**src/common/gimbal_pkg.sv**
```systemverilog
// Shared constants, carriers and state codes for the gimbal command pulse output path
`default_nettype none
package gimbal_pkg;
	// Core clock and pulse train rate
	localparam int unsigned CLK_HZ = 20_000_000;
	localparam int unsigned PULSE_RATE_PPS = 3200;
	localparam int unsigned PULSE_DIV_CYCLES = CLK_HZ / PULSE_RATE_PPS;
	// Sample periods and supervisor period, in milliseconds, then in cycles
	localparam int unsigned SAMPLE_SHORT_MS = 40;
	localparam int unsigned SAMPLE_LONG_MS = 80;
	localparam int unsigned SUPERVISOR_MS = 500;
	localparam int unsigned SAMPLE_SHORT_CYCLES = SAMPLE_SHORT_MS * (CLK_HZ / 1000);
	localparam int unsigned SAMPLE_LONG_CYCLES = SAMPLE_LONG_MS * (CLK_HZ / 1000);
	localparam int unsigned SUPERVISOR_CYCLES = SUPERVISOR_MS * (CLK_HZ / 1000);
	// Output weight of one count: 85.41 arc-seconds, 0.0237 degree
	localparam int unsigned ARCSEC_PER_COUNT_X100 = 8541;
	localparam int unsigned DEG_PER_COUNT_X10000 = 237;
	// Full register: 180 degrees on input side, 388.3 degrees on output side
	localparam int unsigned INPUT_FULL_DEG = 180;
	localparam int unsigned OUTPUT_FULL_DEG_X10 = 3883;
	// Input-to-output gain in Q16, compensating the two full-register scales
	localparam logic signed [16:0] SCALE_GAIN_Q16 =
		17'((INPUT_FULL_DEG * 10 * 65536) / OUTPUT_FULL_DEG_X10);
	localparam int unsigned CNT_W = 16;
	localparam int unsigned TIMER_W = 24;
	// Release bit positions
	localparam int unsigned PITCH_BIT = 0;
	localparam int unsigned YAW_BIT = 1;
	localparam logic [1:0] RELEASE_ALL = 2'h3;
	localparam logic [1:0] RELEASE_NONE = 2'h0;
	// Pitch and yaw values travel together
	typedef struct packed {
		logic signed [CNT_W-1:0] pitch;
		logic signed [CNT_W-1:0] yaw;
	} axis_pair_type;
	// Sequencer states
	typedef enum logic [4:0] {
		ST_IDLE = 5'h01,
		ST_COMPUTE = 5'h02,
		ST_COPY = 5'h04,
		ST_RESTORE = 5'h08,
		ST_RATE_WAIT = 5'h10
	} seq_state_type;
endpackage
`default_nettype wire

```
**src/logic/gimbal_command_pulse_output.sv**
```systemverilog
// Gimbal command pulse output path: increments, pulse release, discretes, restart recovery
`default_nettype none
// Notes on behaviour
// - Each sample, new command minus previous goes into the output counter per axis.
// - Released counter contents leave as pulses at 3200 per second.
// - One output count equals 85.41 arc-seconds, 0.0237 degree of deflection.
// - Output full register is 388.3 deg, input 180 deg; gain compensates.
// - Device raises drive enable; converter then energizes armed relays.
// - Device raises error counter enable so converter tracks increments.
// - Pending increments leave only when the pulse release bits are set.
// - Hardware restart zeros drive channels; software restart leaves them alone.
// - Hardware restart drops counter enable and drive enable; engines go to null.
// - After hardware restart, re-enable interface and reload counters before computing.
// - Then wait one more 40 or 80 ms sample before new increments.
// - Results go to temporary storage then copied; restart in copy repeats it.
// - Restart during computation redoes that section or the whole cycle.
// - Any restart re-establishes the half-second supervisor task.
module gimbal_command_pulse_output
	import gimbal_pkg::*;
#(
	parameter int unsigned PULSE_DIV = PULSE_DIV_CYCLES,
	parameter int unsigned SAMPLE_SHORT = SAMPLE_SHORT_CYCLES,
	parameter int unsigned SAMPLE_LONG = SAMPLE_LONG_CYCLES,
	parameter int unsigned SUPERVISOR = SUPERVISOR_CYCLES
) (
	input wire logic core_clk,
	input wire logic reset_n,
	input wire logic control_source_switch,
	input wire logic hw_restart_pin,
	input wire logic sw_restart_pin,
	input wire logic sample_strobe,
	input wire logic signed [CNT_W-1:0] pitch_actuator_command,
	input wire logic signed [CNT_W-1:0] yaw_actuator_command,
	input wire logic long_sample_period,
	input wire logic redo_section_ok,
	input wire logic drive_enable_req,
	input wire logic counter_enable_req,
	input wire logic [1:0] release_req,
	output logic gimbal_drive_enable_ff,
	output logic error_counter_enable_ff,
	output logic [1:0] pulse_release_bits_ff,
	output logic signed [CNT_W-1:0] pitch_increment_counter,
	output logic signed [CNT_W-1:0] yaw_increment_counter,
	output logic pitch_pulse_up,
	output logic pitch_pulse_down,
	output logic yaw_pulse_up,
	output logic yaw_pulse_down,
	output logic supervisor_tick_ff,
	output logic redo_cycle_ff
);
	// Input scale to output scale, compensating the full-register difference
	function automatic logic signed [CNT_W-1:0] to_output_scale(
		input logic signed [CNT_W-1:0] cmd);
		logic signed [32:0] prod;
		prod = cmd * SCALE_GAIN_Q16;
		return prod[31:16];
	endfunction

	logic [2:0] arm_sync_ff;
	logic [2:0] hw_sync_ff;
	logic [2:0] sw_sync_ff;
	logic armed;
	logic hw_pulse;
	logic sw_pulse;
	logic restart_any;

	// Panel and restart pins are asynchronous: two stages, third only for edges
	always_ff @(posedge core_clk) begin
		if (!reset_n) begin
			arm_sync_ff <= 3'h0;
			hw_sync_ff <= 3'h0;
			sw_sync_ff <= 3'h0;
		end else begin
			arm_sync_ff <= {arm_sync_ff[1:0], control_source_switch};
			hw_sync_ff <= {hw_sync_ff[1:0], hw_restart_pin};
			sw_sync_ff <= {sw_sync_ff[1:0], sw_restart_pin};
		end
	end

	assign armed = arm_sync_ff[1];
	assign hw_pulse = hw_sync_ff[1] && !hw_sync_ff[2];
	assign sw_pulse = sw_sync_ff[1] && !sw_sync_ff[2];
	assign restart_any = hw_pulse || sw_pulse;

	logic [TIMER_W-1:0] div_ff;
	logic [TIMER_W-1:0] nxt_div;
	logic [TIMER_W-1:0] super_ff;
	logic [TIMER_W-1:0] nxt_super;
	logic tick_ff;
	logic nxt_tick;
	logic nxt_super_tick;

	// Pulse rate divider and half-second supervisor; a restart re-arms the latter
	always_comb begin
		nxt_div = div_ff + 24'h000001;
		nxt_tick = 1'b0;
		if (div_ff == TIMER_W'(PULSE_DIV - 1)) begin
			nxt_div = '0;
			nxt_tick = 1'b1;
		end
		nxt_super = super_ff + 24'h000001;
		nxt_super_tick = 1'b0;
		if (restart_any) begin
			nxt_super = '0;
		end else if (super_ff == TIMER_W'(SUPERVISOR - 1)) begin
			nxt_super = '0;
			nxt_super_tick = 1'b1;
		end
	end

	always_ff @(posedge core_clk) begin
		if (!reset_n) begin
			div_ff <= '0;
			tick_ff <= 1'b0;
			super_ff <= '0;
			supervisor_tick_ff <= 1'b0;
		end else begin
			div_ff <= nxt_div;
			tick_ff <= nxt_tick;
			super_ff <= nxt_super;
			supervisor_tick_ff <= nxt_super_tick;
		end
	end

	seq_state_type state_ff;
	seq_state_type nxt_state;
	axis_pair_type tmp_cmd_ff;
	axis_pair_type nxt_tmp_cmd;
	axis_pair_type tmp_inc_ff;
	axis_pair_type nxt_tmp_inc;
	axis_pair_type perm_cmd_ff;
	axis_pair_type nxt_perm_cmd;
	logic [TIMER_W-1:0] wait_ff;
	logic [TIMER_W-1:0] nxt_wait;
	logic [TIMER_W-1:0] wait_last;
	logic hw_pending_ff;
	logic nxt_hw_pending;
	logic nxt_redo_cycle;
	logic nxt_drive;
	logic nxt_cnt_en;
	logic [1:0] nxt_release;
	logic copy_done;

	// Sequencer: capture, compute into temporaries, copy, and restart recovery
	always_comb begin
		nxt_state = state_ff;
		nxt_tmp_cmd = tmp_cmd_ff;
		nxt_tmp_inc = tmp_inc_ff;
		nxt_perm_cmd = perm_cmd_ff;
		nxt_wait = wait_ff;
		nxt_hw_pending = hw_pending_ff || hw_pulse;
		nxt_redo_cycle = 1'b0;
		copy_done = 1'b0;
		wait_last = long_sample_period ? TIMER_W'(SAMPLE_LONG - 1) : TIMER_W'(SAMPLE_SHORT - 1);
		unique case (state_ff)
			ST_IDLE: begin
				if (hw_pending_ff) begin
					nxt_state = ST_RESTORE;
				end else if (sample_strobe && !hw_pulse) begin
					nxt_tmp_cmd.pitch = to_output_scale(pitch_actuator_command);
					nxt_tmp_cmd.yaw = to_output_scale(yaw_actuator_command);
					nxt_state = ST_COMPUTE;
				end
			end
			ST_COMPUTE: begin
				if (restart_any) begin
					// Section input is still held, so a redo is safe when allowed
					if (redo_section_ok) begin
						nxt_state = ST_COMPUTE;
					end else begin
						nxt_state = ST_IDLE;
						nxt_redo_cycle = 1'b1;
					end
				end else begin
					nxt_tmp_inc.pitch = tmp_cmd_ff.pitch - perm_cmd_ff.pitch;
					nxt_tmp_inc.yaw = tmp_cmd_ff.yaw - perm_cmd_ff.yaw;
					nxt_state = ST_COPY;
				end
			end
			ST_COPY: begin
				// Commit only on a clean cycle, so a repeated copy never adds twice
				if (restart_any) begin
					nxt_state = ST_COPY;
				end else begin
					copy_done = 1'b1;
					nxt_perm_cmd = tmp_cmd_ff;
					nxt_state = ST_IDLE;
				end
			end
			ST_RESTORE: begin
				nxt_hw_pending = hw_pulse;
				nxt_wait = '0;
				nxt_state = ST_RATE_WAIT;
			end
			ST_RATE_WAIT: begin
				nxt_wait = wait_ff + 24'h000001;
				if (hw_pending_ff) begin
					nxt_state = ST_RESTORE;
				end else if (wait_ff == wait_last) begin
					nxt_state = ST_IDLE;
				end
			end
			default: begin
				nxt_state = ST_IDLE;
			end
		endcase
		// Discretes follow requests, held low from a hardware restart until reload
		// Next pending value, so the discretes come back on the reload edge itself
		nxt_drive = drive_enable_req && armed && !nxt_hw_pending;
		nxt_cnt_en = counter_enable_req && !nxt_hw_pending;
		nxt_release = release_req;
		if (state_ff == ST_RESTORE || state_ff == ST_RATE_WAIT) begin
			nxt_release = RELEASE_ALL;
		end
		if (hw_pulse) begin
			nxt_drive = 1'b0;
			nxt_cnt_en = 1'b0;
			nxt_release = RELEASE_NONE;
		end
	end

	always_ff @(posedge core_clk) begin
		if (!reset_n) begin
			state_ff <= ST_IDLE;
			tmp_cmd_ff <= '0;
			tmp_inc_ff <= '0;
			perm_cmd_ff <= '0;
			wait_ff <= '0;
			hw_pending_ff <= 1'b0;
			redo_cycle_ff <= 1'b0;
			gimbal_drive_enable_ff <= 1'b0;
			error_counter_enable_ff <= 1'b0;
			pulse_release_bits_ff <= RELEASE_NONE;
		end else begin
			state_ff <= nxt_state;
			tmp_cmd_ff <= nxt_tmp_cmd;
			tmp_inc_ff <= nxt_tmp_inc;
			perm_cmd_ff <= nxt_perm_cmd;
			wait_ff <= nxt_wait;
			hw_pending_ff <= nxt_hw_pending;
			redo_cycle_ff <= nxt_redo_cycle;
			gimbal_drive_enable_ff <= nxt_drive;
			error_counter_enable_ff <= nxt_cnt_en;
			pulse_release_bits_ff <= nxt_release;
		end
	end

	// Output counters: cleared by hardware restart, reloaded on restore
	increment_pulse_channel pitch_channel (
		.core_clk(core_clk),
		.reset_n(reset_n),
		.clear(hw_pulse),
		.set_en(state_ff == ST_RESTORE),
		.set_value(perm_cmd_ff.pitch),
		.add_en(copy_done),
		.add_value(tmp_inc_ff.pitch),
		.tick(tick_ff),
		.release_en(pulse_release_bits_ff[PITCH_BIT]),
		.count_ff(pitch_increment_counter),
		.pulse_up_ff(pitch_pulse_up),
		.pulse_down_ff(pitch_pulse_down)
	);

	increment_pulse_channel yaw_channel (
		.core_clk(core_clk),
		.reset_n(reset_n),
		.clear(hw_pulse),
		.set_en(state_ff == ST_RESTORE),
		.set_value(perm_cmd_ff.yaw),
		.add_en(copy_done),
		.add_value(tmp_inc_ff.yaw),
		.tick(tick_ff),
		.release_en(pulse_release_bits_ff[YAW_BIT]),
		.count_ff(yaw_increment_counter),
		.pulse_up_ff(yaw_pulse_up),
		.pulse_down_ff(yaw_pulse_down)
	);
endmodule
`default_nettype wire

```
**src/logic/increment_pulse_channel.sv**
```systemverilog
// One output counter that drains its signed contents as a released pulse train
`default_nettype none
module increment_pulse_channel
	import gimbal_pkg::*;
(
	input wire logic core_clk,
	input wire logic reset_n,
	input wire logic clear,
	input wire logic set_en,
	input wire logic signed [CNT_W-1:0] set_value,
	input wire logic add_en,
	input wire logic signed [CNT_W-1:0] add_value,
	input wire logic tick,
	input wire logic release_en,
	output logic signed [CNT_W-1:0] count_ff,
	output logic pulse_up_ff,
	output logic pulse_down_ff
);
	logic signed [CNT_W-1:0] nxt_count;
	logic nxt_up;
	logic nxt_down;
	logic fire;

	// One pulse per rate tick while released; clear beats set beats add
	always_comb begin
		fire = tick && release_en && (count_ff != '0);
		nxt_up = fire && !count_ff[CNT_W-1];
		nxt_down = fire && count_ff[CNT_W-1];
		nxt_count = count_ff;
		if (nxt_up) begin
			nxt_count = count_ff - 16'sh0001;
		end else if (nxt_down) begin
			nxt_count = count_ff + 16'sh0001;
		end
		if (add_en) begin
			nxt_count = nxt_count + add_value;
		end
		if (set_en) begin
			nxt_count = set_value;
		end
		if (clear) begin
			nxt_count = '0;
		end
	end

	// Registered pulses and counter
	always_ff @(posedge core_clk) begin
		if (!reset_n) begin
			count_ff <= '0;
			pulse_up_ff <= 1'b0;
			pulse_down_ff <= 1'b0;
		end else begin
			count_ff <= nxt_count;
			pulse_up_ff <= nxt_up;
			pulse_down_ff <= nxt_down;
		end
	end
endmodule
`default_nettype wire

```
**config.mk**
```make
export PLATFORM = sky130hd
export DESIGN_NAME = gimbal_command_pulse_output
export DESIGN_NICKNAME = d
export VERILOG_FILES = /design/src/common/gimbal_pkg.sv /design/src/logic/gimbal_command_pulse_output.sv /design/src/logic/increment_pulse_channel.sv
export SDC_FILE = /design/constraint.sdc
export NUM_CORES = 1
export LEC_CHECK = 0
export ABC_AREA = 0
export CAP_MARGIN = 20
export CORE_ASPECT_RATIO = 0.8
export CORE_UTILIZATION = 37
export DETAILED_ROUTE_END_ITERATION = 16
export DONT_BUFFER_PORTS = 1
export SLEW_MARGIN = 25
export SYNTH_ARGS = -nofsm -noshare
export SYNTH_HDL_FRONTEND = slang
export SYNTH_SLANG_ARGS = --single-unit
```
**constraint.sdc**
```tcl
create_clock -name core_clk -period 5.5 [get_ports core_clk]
set_input_delay 0.825 -clock core_clk [delete_from_list [all_inputs] [get_ports core_clk]]
set_output_delay 0.825 -clock core_clk [all_outputs]
set_load 0.02 [all_outputs]
```
==> results.cfg <==
[critical_path]
path_buf_inv = 3
cp-startpoint = pitch_actuator_command[9]
cp_num_cells = 18
critPathLaunchType = primary input
cpMostUsedCell = fa_1
reg2reg_from = pitch_channel.count_ff[3]$_SDFF_PP0_
crit_chain = ha_1, buf_4, fa_1, fa_1, fa_1, fa_1, inv_1, fa_1, inv_1, ha_1, and3_1, o311ai_2, o211ai_1, o41a_1, a31oi_1, o21ba_2, nor2_1, a211oi_1
critPathArrivalTime_ns = 5.71
r2r-end = pitch_channel.count_ff[12]$_SDFF_PP0_
crit_type = in2reg
ff2ff_setup_slack_ns = 0.79
crit_family = adder cells
slowest_delay_ns = 0.57
cp-endpoint = tmp_cmd_ff[31]$_SDFFE_PN0P_
required_ns = 5.93
path_max_fanout = 6
r2r_cells = 16
crit_slowest_cell = fa_1
worstSetupEndpointType = flip-flop

[timing]
setup_viol_count_final = 0
skew_ns = 0.01996
period_share = 0.9595
clock.fmax_mhz = 189.5
fin_tns_setup_ns = 0
min_period_ns = 5.277
slew_viol_final = 0
hold_viol_final = 0
slew_headroom = 0.3383
rsz0062_at_grt = false
worst_slew_pin_slew_ns = 0.9925

[power_and_ir_drop]
p_int_w = 0.008535
switching_share = 0.4474
total_power_w = 0.01544
pwr-share-clk = 0.117
power_density_nw_per_um2 = 587.1
leakage_nw = 11.98
p_sw_w = 0.006910
combPwrFrac = 0.764
ir_worst_vdd_mv = 0.5873
seq_power_share = 0.119

[layout]
fill_cells = 6120
multi_input_area_sq_um = 17330
diodes = 0
final_cell_mix = inv_1 (458), ha_1 (317), fa_1 (252)
nets = 3410
ff_latch_area_sq_um = 4504
area_growth_pct = 11.21
layout_commonest_cell = inv_1
layout-drive-gt1-share = 0.07360

[grt]
grt_pass1_wl_um = 98090
grt.overflow.total = 0
grt_start_max_net_pins = 60
grt_usage = 0.1821
antenna_found_initial = 0
first_global_vias = 18620

[floorplanning]
io_pins = 86
die_area_sq_um = 64950
start_util = 0.3761
coreArea_sq_um = 62890
row_count = 82
fp.dieW_um = 284.7
die_h_um = 228.2

[place]
gp_congestion = 0.9072
place_hpwl_um = 48390
port_buffers = 0

[logic_synthesis]
async_flop_share = 0
synth_edf_count = 0
ys_ff_latch = 225
yosysTopAreaCellShare = 0.2133
synth_cell_type_count = 84
synth_nets = 3346
synth_seq_area_share = 0.1904
yosysTopAreaCell = fa_1
yosys_warnings = 0
syn_inst = 2717
synth_area_per_cell_sq_um = 8.706
netlist_area_sq_um = 23660
synth_area_leaders = fa_1 (21%), dfxtp_1 (19%), ha_1 (18%)
synthFlopType = dfxtp_1

[clocking]
htree_levels = 1
cts_tree = yes
cts_max_path_buffers = 3
cts_hold_buf = 0
post_cts_buffers = 0
cts_resized = 0
cts-root-buf = clkbuf_16
cts.sinks = 225
path_clk_slew_ns = 0.06
insertion_delay_ns = 0.54
cts_buffers = 27

[route]
routed_via_density = 5.032
drt-initial-drc-count = 968
vias = 18310
routedWlPerCell_um = 16.23
dr.pass1.iters = 7
drc_errors = 0
detail-route-antenna-nets = 0
drt-total-wl_um = 59050

[job]
cap_violations = 0

[run_status]
status = finished, final reports clean

[worst_hold_path]
holdCritPathClass = in2reg
worst min-delay path by stage:
stage	startpoint	slack (ns)	endpoint	cells after the start
5_1_grt	redo_section_ok	0.36	redo_cycle_ff$_SDFF_PN0_	1
2_1_floorplan	arm_sync_ff[0]$_SDFF_PN0_	0.41	arm_sync_ff[1]$_SDFF_PN0_	1
6_report	redo_section_ok	0.37	redo_cycle_ff$_SDFF_PN0_	1
3_5_place_dp	hw_sync_ff[0]$_SDFF_PN0_	0.43	hw_sync_ff[1]$_SDFF_PN0_	1
4_1_cts	redo_section_ok	0.35	redo_cycle_ff$_SDFF_PN0_	1
3_3_place_gp	hw_sync_ff[0]$_SDFF_PN0_	0.43	hw_sync_ff[1]$_SDFF_PN0_	1
worst reg2reg max path: stages, from the launching register on:
cell      delay (ns)
dfxtp_1         0.45
nor3_1          0.49
and4b_1         0.35
and2_1          0.17
a21oi_1         0.15
xnor2_1         0.21
ha_1            0.26
fa_1            0.41
a21oi_1         0.22
o211ai_1        0.18
o41ai_1         0.55
o21ai_0         0.28
o21a_1          0.26
nor2_1          0.13
xor2_1          0.08
o211a_1         0.20
a211oi_1        0.19
flip-flops by register name, summed over array words and instances, names as in the netlist:
signal,cells
sw_sync_ff,3
pulse_release_bits_ff,2
error_counter_enable_ff,1
div_ff,24
arm_sync_ff,2
tick_ff,1
pitch_channel.count_ff,16
yaw_channel.pulse_up_ff,1
tmp_cmd_ff,32
yaw_channel.count_ff,16
super_ff,24
state_ff,5
hw_sync_ff,3
perm_cmd_ff,32
wait_ff,24
pitch_channel.pulse_down_ff,1
yaw_channel.pulse_down_ff,1
tmp_inc_ff,32
redo_cycle_ff,1
gimbal_drive_enable_ff,1
pitch_channel.pulse_up_ff,1
hw_pending_ff,1
supervisor_tick_ff,1
routing by layer:
metal	GRT usage	wire, um
met1	0.2835	31180
met2	0.2723	24380
met3	0.02010	2829
met4	0.02571	659
met5	0	0
cell type report:
cell class,instances,area share
Multi-Input combinational cell,1960,0.6586
Sequential cell,225,0.1712
Clock inverter,10,0.005945
Timing Repair Buffer,108,0.03082
Tap cell,840,0.03995
Clock buffer,37,0.02787
Inverter,459,0.06554
synth_stat cells, drive strengths merged (3+ instances only):
library cell / count
inv: 459
ha: 333
fa: 252
nand2: 238
dfxtp: 225
nor2: 196
a21oi: 180
o21ai: 83
nand3: 80
xor2: 77
xnor2: 73
clkbuf: 62
nor3: 49
a21o: 39
and3: 32
a211oi: 31
nand4: 29
or3: 24
and2: 21
o211ai: 19
a31oi: 18
nor4: 16
nor2b: 13
buf: 11
or2: 11
a22oi: 10
mux2i: 10
nand2b: 10
o21a: 10
o21bai: 10
o31ai: 9
nor4b: 8
and4: 7
nand3b: 7
nor3b: 7
o221ai: 6
o22ai: 5
nand4b: 4
a221oi: 3
mux2: 3
o211a: 3
o41ai: 3
or4: 3
power by group through the flow:
| stage | sequential (W) | clock, W | combinational [W] |
|---|---|---|---|
| detailed placement | 0.00187 | 0 | 0.0118 |
| global route | 0.00185 | 0.00191 | 0.0134 |
| finish | 0.00183 | 0.00181 | 0.0118 |
| floorplan | 0.00182 | 0 | 0.00795 |
| global placement | 0.00187 | 0 | 0.0116 |
| CTS | 0.00183 | 0.00184 | 0.0119 |
through the flow:
stage | std cells | setup WS [ns] | instance area, sq um | utilization | hold WS (ns)
final | 3639 | 0.2227 | 26310 | 0.4183 | 0.3729
after global routing | 3639 | 0.008175 | 26310 | 0.4183 | 0.3569
after CTS | 3639 | 0.2311 | 26310 | 0.4183 | 0.3479
after detailed placement | 3592 | -0.3189 | 25420 | 0.4041 | 0.4312
after global placement | 3592 | -0.2260 | 25420 | 0.4041 | 0.4276
after floorplan | 2717 | 0.002389 | 23840 | - | 0.4119
kinds of logic after synthesis:
| family | share of synthesized area |
|---|---|
| simple gates | 0.1529 |
| fa+ha+maj | 0.3894 |
| xor+xnor | 0.05649 |
| buf+inv | 0.08548 |
| flops | 0.1904 |
| compound gates | 0.1196 |
| mux | 0.005660 |
Power figures use the tool's default switching activity.
